**config.mk**
```make
export PLATFORM = sky130hd
export DESIGN_NAME = fault_frame
export DESIGN_NICKNAME = d
export VERILOG_FILES = /design/src/rtl/fault_pkg.sv /design/src/rtl/fault_frame.sv /design/src/rtl/status_word_build.sv /design/src/rtl/move_count.sv
export SDC_FILE = /design/constraint.sdc
export NUM_CORES = 1
export LEC_CHECK = 0
export BUFFER_PORTS_ARGS = -buffer_cell sky130_fd_sc_hd__buf_2
export CAP_MARGIN = 20
export CELL_PAD_IN_SITES_DETAIL_PLACEMENT = 1
export CELL_PAD_IN_SITES_GLOBAL_PLACEMENT = 1
export CORE_AREA = 2 2 348 350
export DETAILED_ROUTE_END_ITERATION = 10
export DIE_AREA = 0 0 350 352
export GPL_TIMING_DRIVEN = 1
export PLACE_DENSITY_LB_ADDON = 0.1
export REMOVE_ABC_BUFFERS = 1
export SETUP_SLACK_MARGIN = 0.4
export SKIP_CTS_REPAIR_TIMING = 1
export SLEW_MARGIN = 20
export SYNTH_ARGS = -nofsm -noshare
export SYNTH_HDL_FRONTEND = slang
export SYNTH_SLANG_ARGS = --single-unit
```
**constraint.sdc**
```tcl
create_clock -name clk_sys -period 5.15 [get_ports clk_sys]
set_clock_uncertainty 0.2 [all_clocks]
set_input_delay 1.03 -clock clk_sys [delete_from_list [all_inputs] [get_ports clk_sys]]
set_output_delay 1.03 -clock clk_sys [all_outputs]
set_load 0.03 [all_outputs]
```
**src/rtl/fault_pkg.sv**
```systemverilog
// fault frame constants shared by the fault capture and unstacking logic
// assumes a single core clock domain and active-low asynchronous reset
//
// Overview of operation
// - restartable fault clears kind, move, step, rerun
// - breakpoint pending bits always saved
// - locked cycle flagged; read flag picks half
// - move operand faults continuable; opcode prefetch restartable
// - continuable fault restores no altered register
// - postincrement register written only at instruction end
// - continuable move fault sets move flag, clears kind, locked
// - continuable prefetch flag only on restart fetch
// - continuable write fault sets rerun flag
// - fault address holds next advanced operand address
// - transfer counter is sixteen minus attempted
// - second fault while processing a bus fault exception halts
// - fault on short frame stacks beneath it
// - exception fault sets kind and read, keeps step; clears move, rerun, locked
// - exception fault stacks status, vector, addresses
// - second half of long sets long flag
// - return restores address, data, program counter, status
// - return requeues pending step and breakpoints
// - rerun flag reloads read, space, size; reruns
// - edited rerun read discards returned data
// - restartable frame refetches and restarts instruction
// - size codes long, byte, word; fourth reserved
// - read flag set on read, clear on write
// - space code copied into status word
package fault_pkg;
   // ----------------------------------------
   // status word field positions
   // ----------------------------------------
   localparam int KIND_B = 15;
   localparam int MOVE_B = 14;
   localparam int STEP_B = 12;
   localparam int EBRK_B = 11;
   localparam int IBRK_B = 10;
   localparam int RERUN_B = 9;
   localparam int LOCK_B = 8;
   localparam int PREF_B = 7;
   localparam int READ_B = 6;
   localparam int LONG_B = 5;
   localparam int SIZE_LO = 3;
   localparam int SPACE_LO = 0;
   // ----------------------------------------
   // size codes and counts
   // ----------------------------------------
   localparam logic [1:0] SIZE_LONG = 2'h0;
   localparam logic [1:0] SIZE_BYTE = 2'h1;
   localparam logic [1:0] SIZE_WORD = 2'h2;
   localparam logic [4:0] XFER_TOTAL = 5'h10;
   localparam logic [15:0] WORD_RST = 16'h0000;
   // fault classes
   typedef enum logic [3:0] {
      CLS_WRITE = 4'h1, CLS_RESTART = 4'h2,
      CLS_MOVE = 4'h4, CLS_EXCEPT = 4'h8
   } class_t;
endpackage

```
**src/rtl/fault_frame.sv**
```systemverilog
// fault capture, frame contents and exception-return recovery
// assumes core sequencer supplies fault events and frame data as pulses
`timescale 1ns/100ps
module fault_frame
   import fault_pkg::*;
(
   // clock and reset
   input wire logic clk_sys,
   input wire logic rstn,
   input wire logic ce,
   // fault event
   input wire logic fault,
   input wire logic released_write,
   input wire logic in_move_xfer,
   input wire logic in_exception,
   input wire logic exc_is_bus_fault,
   input wire logic exc_short_frame,
   input wire logic locked,
   input wire logic is_read,
   input wire logic restart_fetch,
   input wire logic long_half,
   input wire logic [1:0] size_left,
   input wire logic [2:0] space,
   input wire logic step_pend,
   input wire logic ebrk_pend,
   input wire logic ibrk_pend,
   input wire logic [31:0] fault_addr,
   input wire logic [31:0] out_data,
   input wire logic [31:0] pc,
   input wire logic [15:0] status,
   // move progress
   input wire logic [4:0] move_attempted,
   input wire logic [31:0] move_addr,
   input wire logic move_predec,
   input wire logic move_done,
   input wire logic [31:0] postinc_val,
   // faulted exception frame
   input wire logic [15:0] exc_status,
   input wire logic [15:0] exc_vector,
   input wire logic [31:0] exc_pc,
   input wire logic [31:0] exc_ret,
   // exception return
   input wire logic ret_go,
   input wire logic [15:0] ret_word,
   input wire logic [31:0] ret_addr,
   input wire logic [31:0] ret_data,
   input wire logic [31:0] ret_pc,
   input wire logic [15:0] ret_status,
   input wire logic rerun_ack,
   input wire logic [31:0] rerun_rdata,
   // frame outputs
   output logic frame_valid,
   output logic [15:0] frame_word,
   output logic [31:0] frame_addr,
   output logic [31:0] frame_data,
   output logic [31:0] frame_pc,
   output logic [15:0] frame_status,
   output logic [7:0] frame_count,
   output logic frame_below,
   output logic [15:0] frame_exc_status,
   output logic [15:0] frame_exc_vector,
   output logic [31:0] frame_exc_pc,
   output logic [31:0] frame_exc_ret,
   output logic restore_regs,
   output logic postinc_we,
   output logic [31:0] postinc_out,
   output logic halted,
   // return outputs
   output logic [31:0] rest_addr,
   output logic [31:0] rest_data,
   output logic [31:0] rest_pc,
   output logic [15:0] rest_status,
   output logic requeue_step,
   output logic requeue_ebrk,
   output logic requeue_ibrk,
   output logic rerun_req,
   output logic rerun_read,
   output logic [2:0] rerun_space,
   output logic [1:0] rerun_size,
   output logic [31:0] rerun_wdata,
   output logic refetch,
   output logic move_resume
);
   // ----------------------------------------
   // state
   // ----------------------------------------
   typedef enum logic [2:0] {
      ST_RUN = 3'h1, ST_RERUN = 3'h2, ST_HALT = 3'h4
   } st_t;
   typedef struct packed {
      st_t st;
      logic fv;
      logic [15:0] word;
      logic [31:0] addr;
      logic [31:0] data;
      logic [31:0] pc;
      logic [15:0] status;
      logic [7:0] cnt;
      logic below;
      logic [15:0] es;
      logic [15:0] ev;
      logic [31:0] epc;
      logic [31:0] eret;
      logic restore;
      logic piwe;
      logic [31:0] pival;
      logic [31:0] raddr;
      logic [31:0] rdata;
      logic [31:0] rpc;
      logic [15:0] rstat;
      logic rq_step;
      logic rq_eb;
      logic rq_ib;
      logic rr_read;
      logic [2:0] rr_space;
      logic [1:0] rr_size;
      logic refetch;
      logic resume;
   } state_t;
   state_t s_r, s_nxt;
   class_t cls; // classified fault
   logic [15:0] word_w; // encoded status word
   logic [7:0] cnt_w; // remaining transfers
   logic [31:0] next_w; // next move address
   logic [1:0] op_size; // whole operand size for the address step
   // ----------------------------------------
   // classification
   // ----------------------------------------
   always_comb begin
      if (in_exception) begin
         cls = CLS_EXCEPT;
      end else if (released_write) begin
         cls = CLS_WRITE;
      end else if (in_move_xfer) begin
         cls = CLS_MOVE;
      end else begin
         cls = CLS_RESTART; // opcode prefetch too
      end
   end
   // word encoder
   status_word_build u_word (
      .cls(cls),
      .step_pend(step_pend),
      .ebrk_pend(ebrk_pend),
      .ibrk_pend(ibrk_pend),
      .locked(locked),
      .is_read(is_read),
      .restart_fetch(restart_fetch),
      .long_half(long_half),
      .size_left(size_left),
      .space(space),
      .word(word_w)
   );
   // a long operand faulted on its second half still steps by a long
   assign op_size = long_half ? SIZE_LONG : size_left;
   // move arithmetic
   move_count u_cnt (
      .attempted(move_attempted),
      .op_addr(move_addr),
      .predec(move_predec),
      .size_code(op_size),
      .xfer_left(cnt_w),
      .next_addr(next_w)
   );
   // ----------------------------------------
   // next state
   // ----------------------------------------
   always_comb begin
      s_nxt = s_r;
      s_nxt.fv = 1'b0;
      s_nxt.restore = 1'b0;
      s_nxt.piwe = 1'b0;
      s_nxt.rq_step = 1'b0;
      s_nxt.rq_eb = 1'b0;
      s_nxt.rq_ib = 1'b0;
      s_nxt.refetch = 1'b0;
      s_nxt.resume = 1'b0;
      case (s_r.st)
         ST_RUN: begin
            if (fault && in_exception && exc_is_bus_fault) begin
               s_nxt.st = ST_HALT;
            end else if (fault) begin
               s_nxt.fv = 1'b1;
               s_nxt.word = word_w;
               s_nxt.data = out_data;
               s_nxt.pc = pc;
               s_nxt.status = status;
               s_nxt.below = in_exception && exc_short_frame;
               s_nxt.es = exc_status;
               s_nxt.ev = exc_vector;
               s_nxt.epc = exc_pc;
               s_nxt.eret = exc_ret;
               // restartable faults undo address updates
               s_nxt.restore = (cls == CLS_RESTART);
               if (cls == CLS_MOVE) begin
                  s_nxt.addr = next_w;
                  s_nxt.cnt = cnt_w;
               end else begin
                  s_nxt.addr = fault_addr;
                  s_nxt.cnt = 8'h00;
               end
            end else if (move_done) begin
               s_nxt.piwe = 1'b1; // only at instruction end
               s_nxt.pival = postinc_val;
            end else if (ret_go) begin
               s_nxt.raddr = ret_addr;
               s_nxt.rdata = ret_data;
               s_nxt.rpc = ret_pc;
               s_nxt.rstat = ret_status;
               s_nxt.rq_step = ret_word[STEP_B];
               s_nxt.rq_eb = ret_word[EBRK_B];
               s_nxt.rq_ib = ret_word[IBRK_B];
               if (ret_word[RERUN_B]) begin
                  s_nxt.st = ST_RERUN;
                  s_nxt.rr_read = ret_word[READ_B];
                  s_nxt.rr_space = ret_word[SPACE_LO +: 3];
                  s_nxt.rr_size = ret_word[SIZE_LO +: 2];
               end else if (ret_word[MOVE_B]) begin
                  s_nxt.resume = 1'b1;
               end else if (!ret_word[KIND_B]) begin
                  s_nxt.refetch = 1'b1;
               end
            end
         end
         ST_RERUN: begin
            // read data, if any, is dropped
            if (rerun_ack) begin
               s_nxt.st = ST_RUN;
            end
         end
         ST_HALT: s_nxt.st = ST_HALT;
         default: s_nxt.st = ST_RUN;
      endcase
   end
   // ----------------------------------------
   // registers
   // ----------------------------------------
   always_ff @(posedge clk_sys or negedge rstn) begin
      if (!rstn) begin
         s_r <= '0;
         s_r.st <= ST_RUN;
      end else if (ce) begin
         s_r <= s_nxt;
      end
   end
   // ----------------------------------------
   // outputs
   // ----------------------------------------
   assign frame_valid = s_r.fv;
   assign frame_word = s_r.word;
   assign frame_addr = s_r.addr;
   assign frame_data = s_r.data;
   assign frame_pc = s_r.pc;
   assign frame_status = s_r.status;
   assign frame_count = s_r.cnt;
   assign frame_below = s_r.below;
   assign frame_exc_status = s_r.es;
   assign frame_exc_vector = s_r.ev;
   assign frame_exc_pc = s_r.epc;
   assign frame_exc_ret = s_r.eret;
   assign restore_regs = s_r.restore;
   assign postinc_we = s_r.piwe;
   assign postinc_out = s_r.pival;
   assign halted = (s_r.st == ST_HALT);
   assign rest_addr = s_r.raddr;
   assign rest_data = s_r.rdata;
   assign rest_pc = s_r.rpc;
   assign rest_status = s_r.rstat;
   assign requeue_step = s_r.rq_step;
   assign requeue_ebrk = s_r.rq_eb;
   assign requeue_ibrk = s_r.rq_ib;
   assign rerun_req = (s_r.st == ST_RERUN);
   assign rerun_read = s_r.rr_read;
   assign rerun_space = s_r.rr_space;
   assign rerun_size = s_r.rr_size;
   assign rerun_wdata = s_r.rdata;
   assign refetch = s_r.refetch;
   assign move_resume = s_r.resume;
   // ----------------------------------------
   // checks
   // ----------------------------------------
   a_restart_word: assert property (
      @(posedge clk_sys) disable iff (!rstn)
      ce && s_r.st == ST_RUN && fault && cls == CLS_RESTART |=>
      frame_word[15:12] == 4'h0 && !frame_word[RERUN_B])
      else $error("restart word bits wrong");
   a_break_saved: assert property (
      @(posedge clk_sys) disable iff (!rstn)
      ce && s_r.st == ST_RUN && fault && !(in_exception && exc_is_bus_fault)
      |=> frame_word[EBRK_B] == $past(ebrk_pend)
      && frame_word[IBRK_B] == $past(ibrk_pend))
      else $error("breakpoint bits lost");
   a_lock_read: assert property (
      @(posedge clk_sys) disable iff (!rstn)
      ce && s_r.st == ST_RUN && fault && cls == CLS_RESTART |=>
      frame_word[LOCK_B] == $past(locked)
      && frame_word[READ_B] == $past(is_read))
      else $error("locked or read flag wrong");
   a_move_keep: assert property (
      @(posedge clk_sys) disable iff (!rstn)
      ce && s_r.st == ST_RUN && fault && cls != CLS_RESTART |=>
      !restore_regs && !postinc_we)
      else $error("register restored after continuable fault");
   a_postinc_end: assert property (
      @(posedge clk_sys) disable iff (!rstn)
      ce && s_r.st == ST_RUN && !fault && move_done |=>
      postinc_we && postinc_out == $past(postinc_val))
      else $error("postincrement not written at end");
   a_move_word: assert property (
      @(posedge clk_sys) disable iff (!rstn)
      ce && s_r.st == ST_RUN && fault && cls == CLS_MOVE |=>
      frame_word[MOVE_B] && !frame_word[KIND_B] && !frame_word[LOCK_B]
      && frame_word[RERUN_B] == !$past(is_read))
      else $error("move word wrong");
   a_move_count: assert property (
      @(posedge clk_sys) disable iff (!rstn)
      ce && s_r.st == ST_RUN && fault && cls == CLS_MOVE |=>
      frame_count == 8'(5'h10 - $past(move_attempted)))
      else $error("transfer count wrong");
   a_double_halt: assert property (
      @(posedge clk_sys) disable iff (!rstn)
      ce && s_r.st == ST_RUN && fault && in_exception && exc_is_bus_fault
      |=> halted [*3])
      else $error("no halt on double fault");
   a_below_frame: assert property (
      @(posedge clk_sys) disable iff (!rstn)
      ce && s_r.st == ST_RUN && fault && !(in_exception && exc_is_bus_fault)
      |=> frame_below == ($past(in_exception) && $past(exc_short_frame)))
      else $error("frame placement wrong");
   a_exc_word: assert property (
      @(posedge clk_sys) disable iff (!rstn)
      ce && s_r.st == ST_RUN && fault && in_exception && !exc_is_bus_fault
      |=> frame_word[15:14] == 2'h2 && frame_word[9:6] == 4'h1)
      else $error("exception word wrong");
   a_rerun_start: assert property (
      @(posedge clk_sys) disable iff (!rstn)
      ce && s_r.st == ST_RUN && ret_go && !fault && !move_done
      && ret_word[RERUN_B] |=> rerun_req
      && rerun_space == $past(ret_word[2:0]))
      else $error("rerun not started");
   a_rerun_hold: assert property (
      @(posedge clk_sys) disable iff (!rstn)
      rerun_req |=> rest_data == $past(rest_data))
      else $error("rerun read data not dropped");
   a_restart_refetch: assert property (
      @(posedge clk_sys) disable iff (!rstn)
      ce && s_r.st == ST_RUN && ret_go && !fault && !move_done
      && ret_word[15:14] == 2'h0 && !ret_word[RERUN_B] |=> refetch)
      else $error("restart frame not refetched");
   a_requeue: assert property (
      @(posedge clk_sys) disable iff (!rstn)
      ce && s_r.st == ST_RUN && ret_go && !fault && !move_done |=>
      requeue_step == $past(ret_word[STEP_B]))
      else $error("step not requeued");
endmodule

```
**src/rtl/status_word_build.sv**
```systemverilog
// status word builder: combinational encode of one fault
// assumes the caller registers the result
`timescale 1ns/100ps
module status_word_build
   import fault_pkg::*;
(
   // fault description
   input wire class_t cls,
   input wire logic step_pend,
   input wire logic ebrk_pend,
   input wire logic ibrk_pend,
   input wire logic locked,
   input wire logic is_read,
   input wire logic restart_fetch,
   input wire logic long_half,
   input wire logic [1:0] size_left,
   input wire logic [2:0] space,
   // encoded word
   output logic [15:0] word
);
   // ----------------------------------------
   // encode
   // ----------------------------------------
   always_comb begin
      word = WORD_RST;
      word[EBRK_B] = ebrk_pend;
      word[IBRK_B] = ibrk_pend;
      word[LONG_B] = long_half;
      word[SIZE_LO +: 2] = size_left;
      word[SPACE_LO +: 3] = space;
      case (cls)
         CLS_WRITE: begin
            word[STEP_B] = step_pend;
            word[RERUN_B] = 1'b1;
         end
         CLS_RESTART: begin
            // step cleared: instruction restarts
            word[LOCK_B] = locked;
            word[PREF_B] = restart_fetch;
            word[READ_B] = is_read;
         end
         CLS_MOVE: begin
            word[MOVE_B] = 1'b1;
            word[STEP_B] = step_pend;
            word[RERUN_B] = ~is_read;
            word[PREF_B] = restart_fetch;
            word[READ_B] = is_read;
         end
         CLS_EXCEPT: begin
            word[KIND_B] = 1'b1;
            word[STEP_B] = step_pend;
            word[READ_B] = 1'b1;
         end
         default: word = WORD_RST;
      endcase
   end
endmodule

```
**src/rtl/move_count.sv**
```systemverilog
// transfer counter and next operand address for a faulted register move
// assumes attempted count includes the faulted transfer
`timescale 1ns/100ps
module move_count
   import fault_pkg::*;
(
   // progress
   input wire logic [4:0] attempted,
   input wire logic [31:0] op_addr,
   input wire logic predec,
   input wire logic [1:0] size_code,
   // results
   output logic [7:0] xfer_left,
   output logic [31:0] next_addr
);
   // operand size in bytes
   function automatic logic [31:0] size_bytes(input logic [1:0] s);
      case (s)
         SIZE_BYTE: size_bytes = 32'h00000001;
         SIZE_WORD: size_bytes = 32'h00000002;
         default: size_bytes = 32'h00000004;
      endcase
   endfunction
   // ----------------------------------------
   // arithmetic
   // ----------------------------------------
   always_comb begin
      xfer_left = {3'h0, 5'(XFER_TOTAL - attempted)};
      if (predec) begin
         next_addr = op_addr - size_bytes(size_code);
      end else begin
         next_addr = op_addr + size_bytes(size_code);
      end
   end
endmodule

```
Yosys cells after proc, flatten, opt, wreduce, memory -nomap -nowiden
Index checks and enable logic that the tools add are counted.

word-level totals
  latch bits = 0
  memories = 0
  word-level logic and storage cells = 98
  bits of input ports = 462
  RAM bits = 0
  ROM bits = 0
  register bits after elaboration = 393

cells by class
  equality and inequality tests = 14
  $lt $le $gt $ge = 0
  bitwise operators = 4
  muxes and demuxes = 38
  multiply operators = 0
  div/mod/pow operators = 0
  shifts and indexed selects = 0
  add/sub/neg operators = 3
  reductions and logical operators = 11

operators with widths
  cell                   number
  $mux W391              2
  $mux W123              2
  $mux W235              1
  $mux W156              1
  $mux W32               4
  $mux W33               1
  $add A32 B32 Y32       1
  $sub A32 B32 Y32       1
  $mux W3                8
  $mux W6                2
  $ne A3 B3 Y1 const B   4
  $reduce_and A6 Y1      2
  $pmux W3 S3            1
  $mux W1                8
  $reduce_and A7 Y1      1
  $mux W2                3
  $pmux W3 S2            1
  $mux W5                1
  $reduce_and A5 Y1      1
  $sub A5 B5 Y5 const A  1
  $eq A4 B1 Y1 const B   1
  $eq A4 B2 Y1 const B   1
  $eq A4 B3 Y1 const B   1
  $eq A4 B4 Y1 const B   1
  14 further kinds       20

Logic depth before layout (Yosys ltp)
  depth after elaboration = 10
  depth in mapped cells = 16
  mapped depth without buffers = 16

Hierarchy
From an unflattened synthesis, not the netlist that was laid out.

second synthesis, totals
  cells, all modules = 1618
  area total of the unflattened synthesis = 20372.0 um2

modules (own cells, without submodules)
  module             cells each  instances  area an instance (um2)  sequential area each (um2)
  fault_frame        1334        1          18257.5                 9860.7
  move_count         249         1          1849.3                  0.0
  status_word_build  35          1          265.3                   0.0

Least setup slack after synthesis
OpenSTA, ideal clock, no wires.

  kind = input port to flip-flop
  from = in long_half
  to = reg s_r (netlist bit frame_addr[30])
  required time = 4824 ps
  stages = 14
  arrival = 3751 ps
  path slack = 1073 ps
  path through = nand2b_1 -> ha_1 -> inv_1 -> mux2_2 -> fa_1 -> nor2b_4 -> o2111a_1 -> o211ai_1 -> o211ai_2 -> a211oi_2 -> o31a_1 -> o41ai_2 -> xor2_1 -> a221o_1

on the way
  longest elaborated chain between the ends = 7

RTL lines
  element                                                      line                                text
  from (decl)                                                  fault_frame.sv:21                   input wire logic long_half,
  $mux W2 *                                                    fault_frame.sv:155                  assign op_size = long_half ? SIZE_LONG : size_left;
  $eq A2 B2 Y1 / $eq A2 B1 Y1 (equally long branches)          move_count.sv:18                    case (s)
  $pmux W3 S2 *                                                move_count.sv:18
  $mux W32                                                     move_count.sv:29                    if (predec) begin
  $add A32 B32 Y32 / $sub A32 B32 Y32 (equally long branches)  move_count.sv:32, move_count.sv:30
  $mux W32 *                                                   move_count.sv:29
  $mux W32 *                                                   fault_frame.sv:195                  if (cls == CLS_MOVE) begin
  to (signal assigned)                                         fault_frame.sv:243                  s_r <= s_nxt;
  to (decl)                                                    fault_frame.sv:120                  state_t s_r, s_nxt;

Mark *: on every way between the ends. The rest lies on a longest branch, timed or not. The select of a mux whose other input is x is not followed.
A chain may end at the register's enable or synchronous reset.

Worst setup path after layout
  from = in long_half
  to = reg s_r (netlist bit frame_addr[28])

The elaborated chain is that of the path after synthesis.

==> metrics.csv <==
stage,metric,value,unit
power,VDD IR max,0.2389,mV
global_routing,initial antenna violation count,51,
placement,"Cell Area, Placed",22910,um^2
critical_path,Reg-to-Reg Start,s_r[391]$_DFFE_PN1P_,
die,Chip Width,350,um
power,Power Density,677.9,nW/um^2
die,io pins,887,
power,Reg power frac,31.8,%
finish,final core utilization,20.73,%
power,Clock power frac,22.6,%
synthesis,share of the synthesized area in the top cell type,49.25,%
sta,Tcrit/Tclk final,77.34,%
die,die area,123200,um^2
critical_path,Worst Reg-to-Reg Cells,5,
placement,pre-CTS setup slack,0.5146,ns
finish,fin area,24740,um^2
finish,fin nets,2972,
critical_path,r2r setup slk,2.09,ns
critical_path,Crit path largest cell delay,0.48,ns
finish,share of layout cells above drive strength 1,44.93,%
synthesis,Post-synth EDFFs,0,
detailed_routing,wire length per cell,20.46,um
synthesis,Synth Warn #,0,
power,Psw,0.007845,W
clock_tree,CTS tree,built,
sta,endpoints failing hold,0,
clock_tree,clock latency on the worst-skew pair,0.61,ns
synthesis,leading area contributor after synthesis,dfrtp_1,
power,total power draw,0.01677,W
power,Lkg Pwr,12.95,nW
sta,max-slew violation count,0,
synthesis,synth unique cells,60,
clock_tree,# clock sinks,390,
critical_path,worst r2r dst,rest_pc[10]$_DFFE_PN0P_,
detailed_routing,DRC viols,0,
critical_path,worst path cell trace,"buf_2, nand2b_1, ha_1, nor2b_1, ha_1, nor2b_4, o2111a_1, or2_1, a31oi_1, o21bai_1, o41ai_2, a21oi_1, nor4b_1, a311oi_1",
clock_tree,Max clock buf depth,3,
detailed_routing,Vias,15380,
synthesis,Post-Syn Area per Cell,9.694,um^2
critical_path,"CP delay by family, top",compound AO/OA/AOI/OAI gates,
sta,RSZ-0062 raised after global routing,false,
synthesis,register area share after synthesis,49.38,%
critical_path,Worst setup SP type,input pin,
placement,placed cells,4031,
synthesis,"Async S/R FF share, synth",100.0,%
detailed_routing,Routed WL,84770,um
die,Starting Density,16.56,%
detailed_routing,Final ANT Viol Nets,0,
critical_path,Critical Path Stages,14,
die,Core Rows,127,
synthesis,Mapped Area,19770,um^2
run,Max-cap violations,0,
critical_path,CP max stage cell,o41ai_2,
placement,routability cong.,0.7610,
run_status,status,"finished, final reports clean",
detailed_routing,DRT Pass-1 Iters,4,
finish,synth-to-layout area growth,25.16,%
global_routing,largest net degree at the start of global routing,98,
global_routing,Global Route Usage Sum,13.40,%
critical_path,Critical Path AT,4.27,ns
clock_tree,CTS H-tree depth,2,
die,area of the core,119300,um^2
detailed_routing,Starting DRT DRC Count,534,
power,P_int,0.008926,W
power,combinational power share,45.6,%
critical_path,crit path kind,in2reg,
sta,Rel. slew slack,37.23,%
global_routing,gr ovfl total,0,
clock_tree,Root Driver,clkbuf_16,
critical_path,crit path to,frame_addr[28]$_DFFE_PN0P_,
power,Sw Share,46.78,%
critical_path,CP Max Fanout,4,
finish,Layout Cells excl Fill,4143,
sta,fmax,251.1,MHz
critical_path,CP dominant cell by count,ha_1,
synthesis,top_reg_cell synth,dfrtp_1,
critical_path,Critical Path Start,long_half,
die,die height,352,um
critical_path,WP buf/inv,1,
sta,Tmin final,3.983,ns
placement,Final HPWL DP,66920,um
clock_tree,cts bufs inserted,54,
synthesis,post-synthesis cell count,2039,
sta,Slew @ Worst Pin,0.9416,ns
synthesis,main area contributors after synthesis,"dfrtp_1 (49%), buf_4 (16%), nand2_1 (12%), mux2_2 (8.7%), ha_1 (2.2%)",
sta,setup violators final,0,
global_routing,first-pass GRT wire length,121300,um
detailed_routing,via/cell ratio,3.713,
critical_path,CP required,5.44,ns
clock_tree,clock transition at the registers of the reported paths,0.06,ns
synthesis,Synth Register Bits,390,
placement,Port Buffers,846,
min_path,Worst Hold Class,reg2reg,
critical_path,endpoint type of the worst setup path,flop,
global_routing,vias in the first global route,16610,
sta,Setup WS post-layout,1.167,ns
per-layer routing:
layer | routed length [um] | global-route usage, % | vias up
met5 | 155 | 0 | -
met4 | 2078 | 3.086 | 26
met3 | 6166 | 4.146 | 158
met2 | 47910 | 26.86 | 544
met1 | 28460 | 13.03 | 7565
li1 | - | - | 7091
sequential cells by signal, summed over array words and instances (netlist names), 2 cells and up:
signal,flops
frame_exc_pc,32
rerun_space,3
rest_status,16
frame_status,16
frame_pc,32
frame_exc_ret,32
postinc_out,32
frame_word,15
rerun_wdata,32
rest_addr,32
frame_exc_vector,16
s_r,3
frame_addr,32
rest_pc,32
frame_count,5
rerun_size,2
frame_exc_status,16
frame_data,32
worst register-to-register path: stages, from the launching register on:
cell	delay [ns]
dfstp_2	0.56
nand2b_1	0.10
a311oi_2	0.50
and3_4	0.68
buf_12	0.46
mux2_2	0.45
synth_stat cells (9+ instances only):
library cell	count
xor2_1	12
buf_2	32
mux2_2	152
nand3_1	19
clkbuf_1	51
nor2_1	42
xnor2_1	17
ha_1	34
buf_4	413
a21oi_1	68
dfrtp_1	389
nor3_1	11
a21o_1	14
inv_1	21
o31ai_1	9
o21ai_0	36
nand2_1	624
cell type report:
class / count / area, um^2
inverters: 21 / 78.83
repair buffers: 874 / 4542
fillers: 13910 / 94600
flip-flops and latches: 390 / 9761
well taps: 1612 / 2017
clock inverters: 15 / 131.4
clock buffers: 83 / 1663
diodes: 14 / 35.03
multi-input cells: 1134 / 6511
stage by stage:
step	setup TNS (ns)	hold slack [ns]
final	0	0.2651
after CTS	0	0.2715
after detailed placement	0	0.2570
after global placement	0	0.2533
after global routing	0	0.2893
after floorplan	-338.57	0.2962
worst min path at each step:
stage                               startpoint                         endpoint  slack, ns  depth (start not counted)
3_3_place_gp        frame_word[10]$_DFFE_PN0P_       frame_word[10]$_DFFE_PN0P_       0.25                          2
6_report            frame_data[25]$_DFFE_PN0P_       frame_data[25]$_DFFE_PN0P_       0.27                          2
5_1_grt        frame_exc_status[5]$_DFFE_PN0P_  frame_exc_status[5]$_DFFE_PN0P_       0.29                          2
4_1_cts             frame_data[25]$_DFFE_PN0P_       frame_data[25]$_DFFE_PN0P_       0.27                          2
2_1_floorplan             s_r[391]$_DFFE_PN1P_             s_r[391]$_DFFE_PN1P_       0.30                          2
3_5_place_dp        frame_data[25]$_DFFE_PN0P_       frame_data[25]$_DFFE_PN0P_       0.26                          2
cells by family (layout without fill, tap and decap cells):
group,after synthesis,count (layout),synth area share [%]
other,1,18,0.01897
adders and majority gates,35,35,2.254
buffers and inverters,518,993,17.88
muxes,153,153,8.711
xor gates and xnor gates,29,29,1.285
DFF,390,390,49.38
and+or+nand+nor,736,736,14.74
AOI/OAI and AO/OA,177,177,5.723
power groups by stage:
stage	combinational [W]	sequential, W	clock [W]
floorplan	0.00179	0.00840	0
global placement	0.00779	0.00534	0
detailed placement	0.00783	0.00541	0
CTS	0.00783	0.00538	0.00399
global route	0.00820	0.00556	0.00411
finish	0.00764	0.00534	0.00379
cells in the final DEF, fill, tap and decap left out, types with 16 or more instances in the layout:
master     netlist  layout
clkbuf_8         0      16
a21oi_1         68      68
dfrtp_1        389     389
xnor2_1         17      17
buf_4          413      21
nor2_1          42      42
clkbuf_16        0      56
ha_1            34      34
inv_1           21      21
nand3_1         19      18
o21ai_0         36      36
nand2_1        624     623
mux2_2         152     152
buf_2           32     845
(Power assumes the default switching activity.)
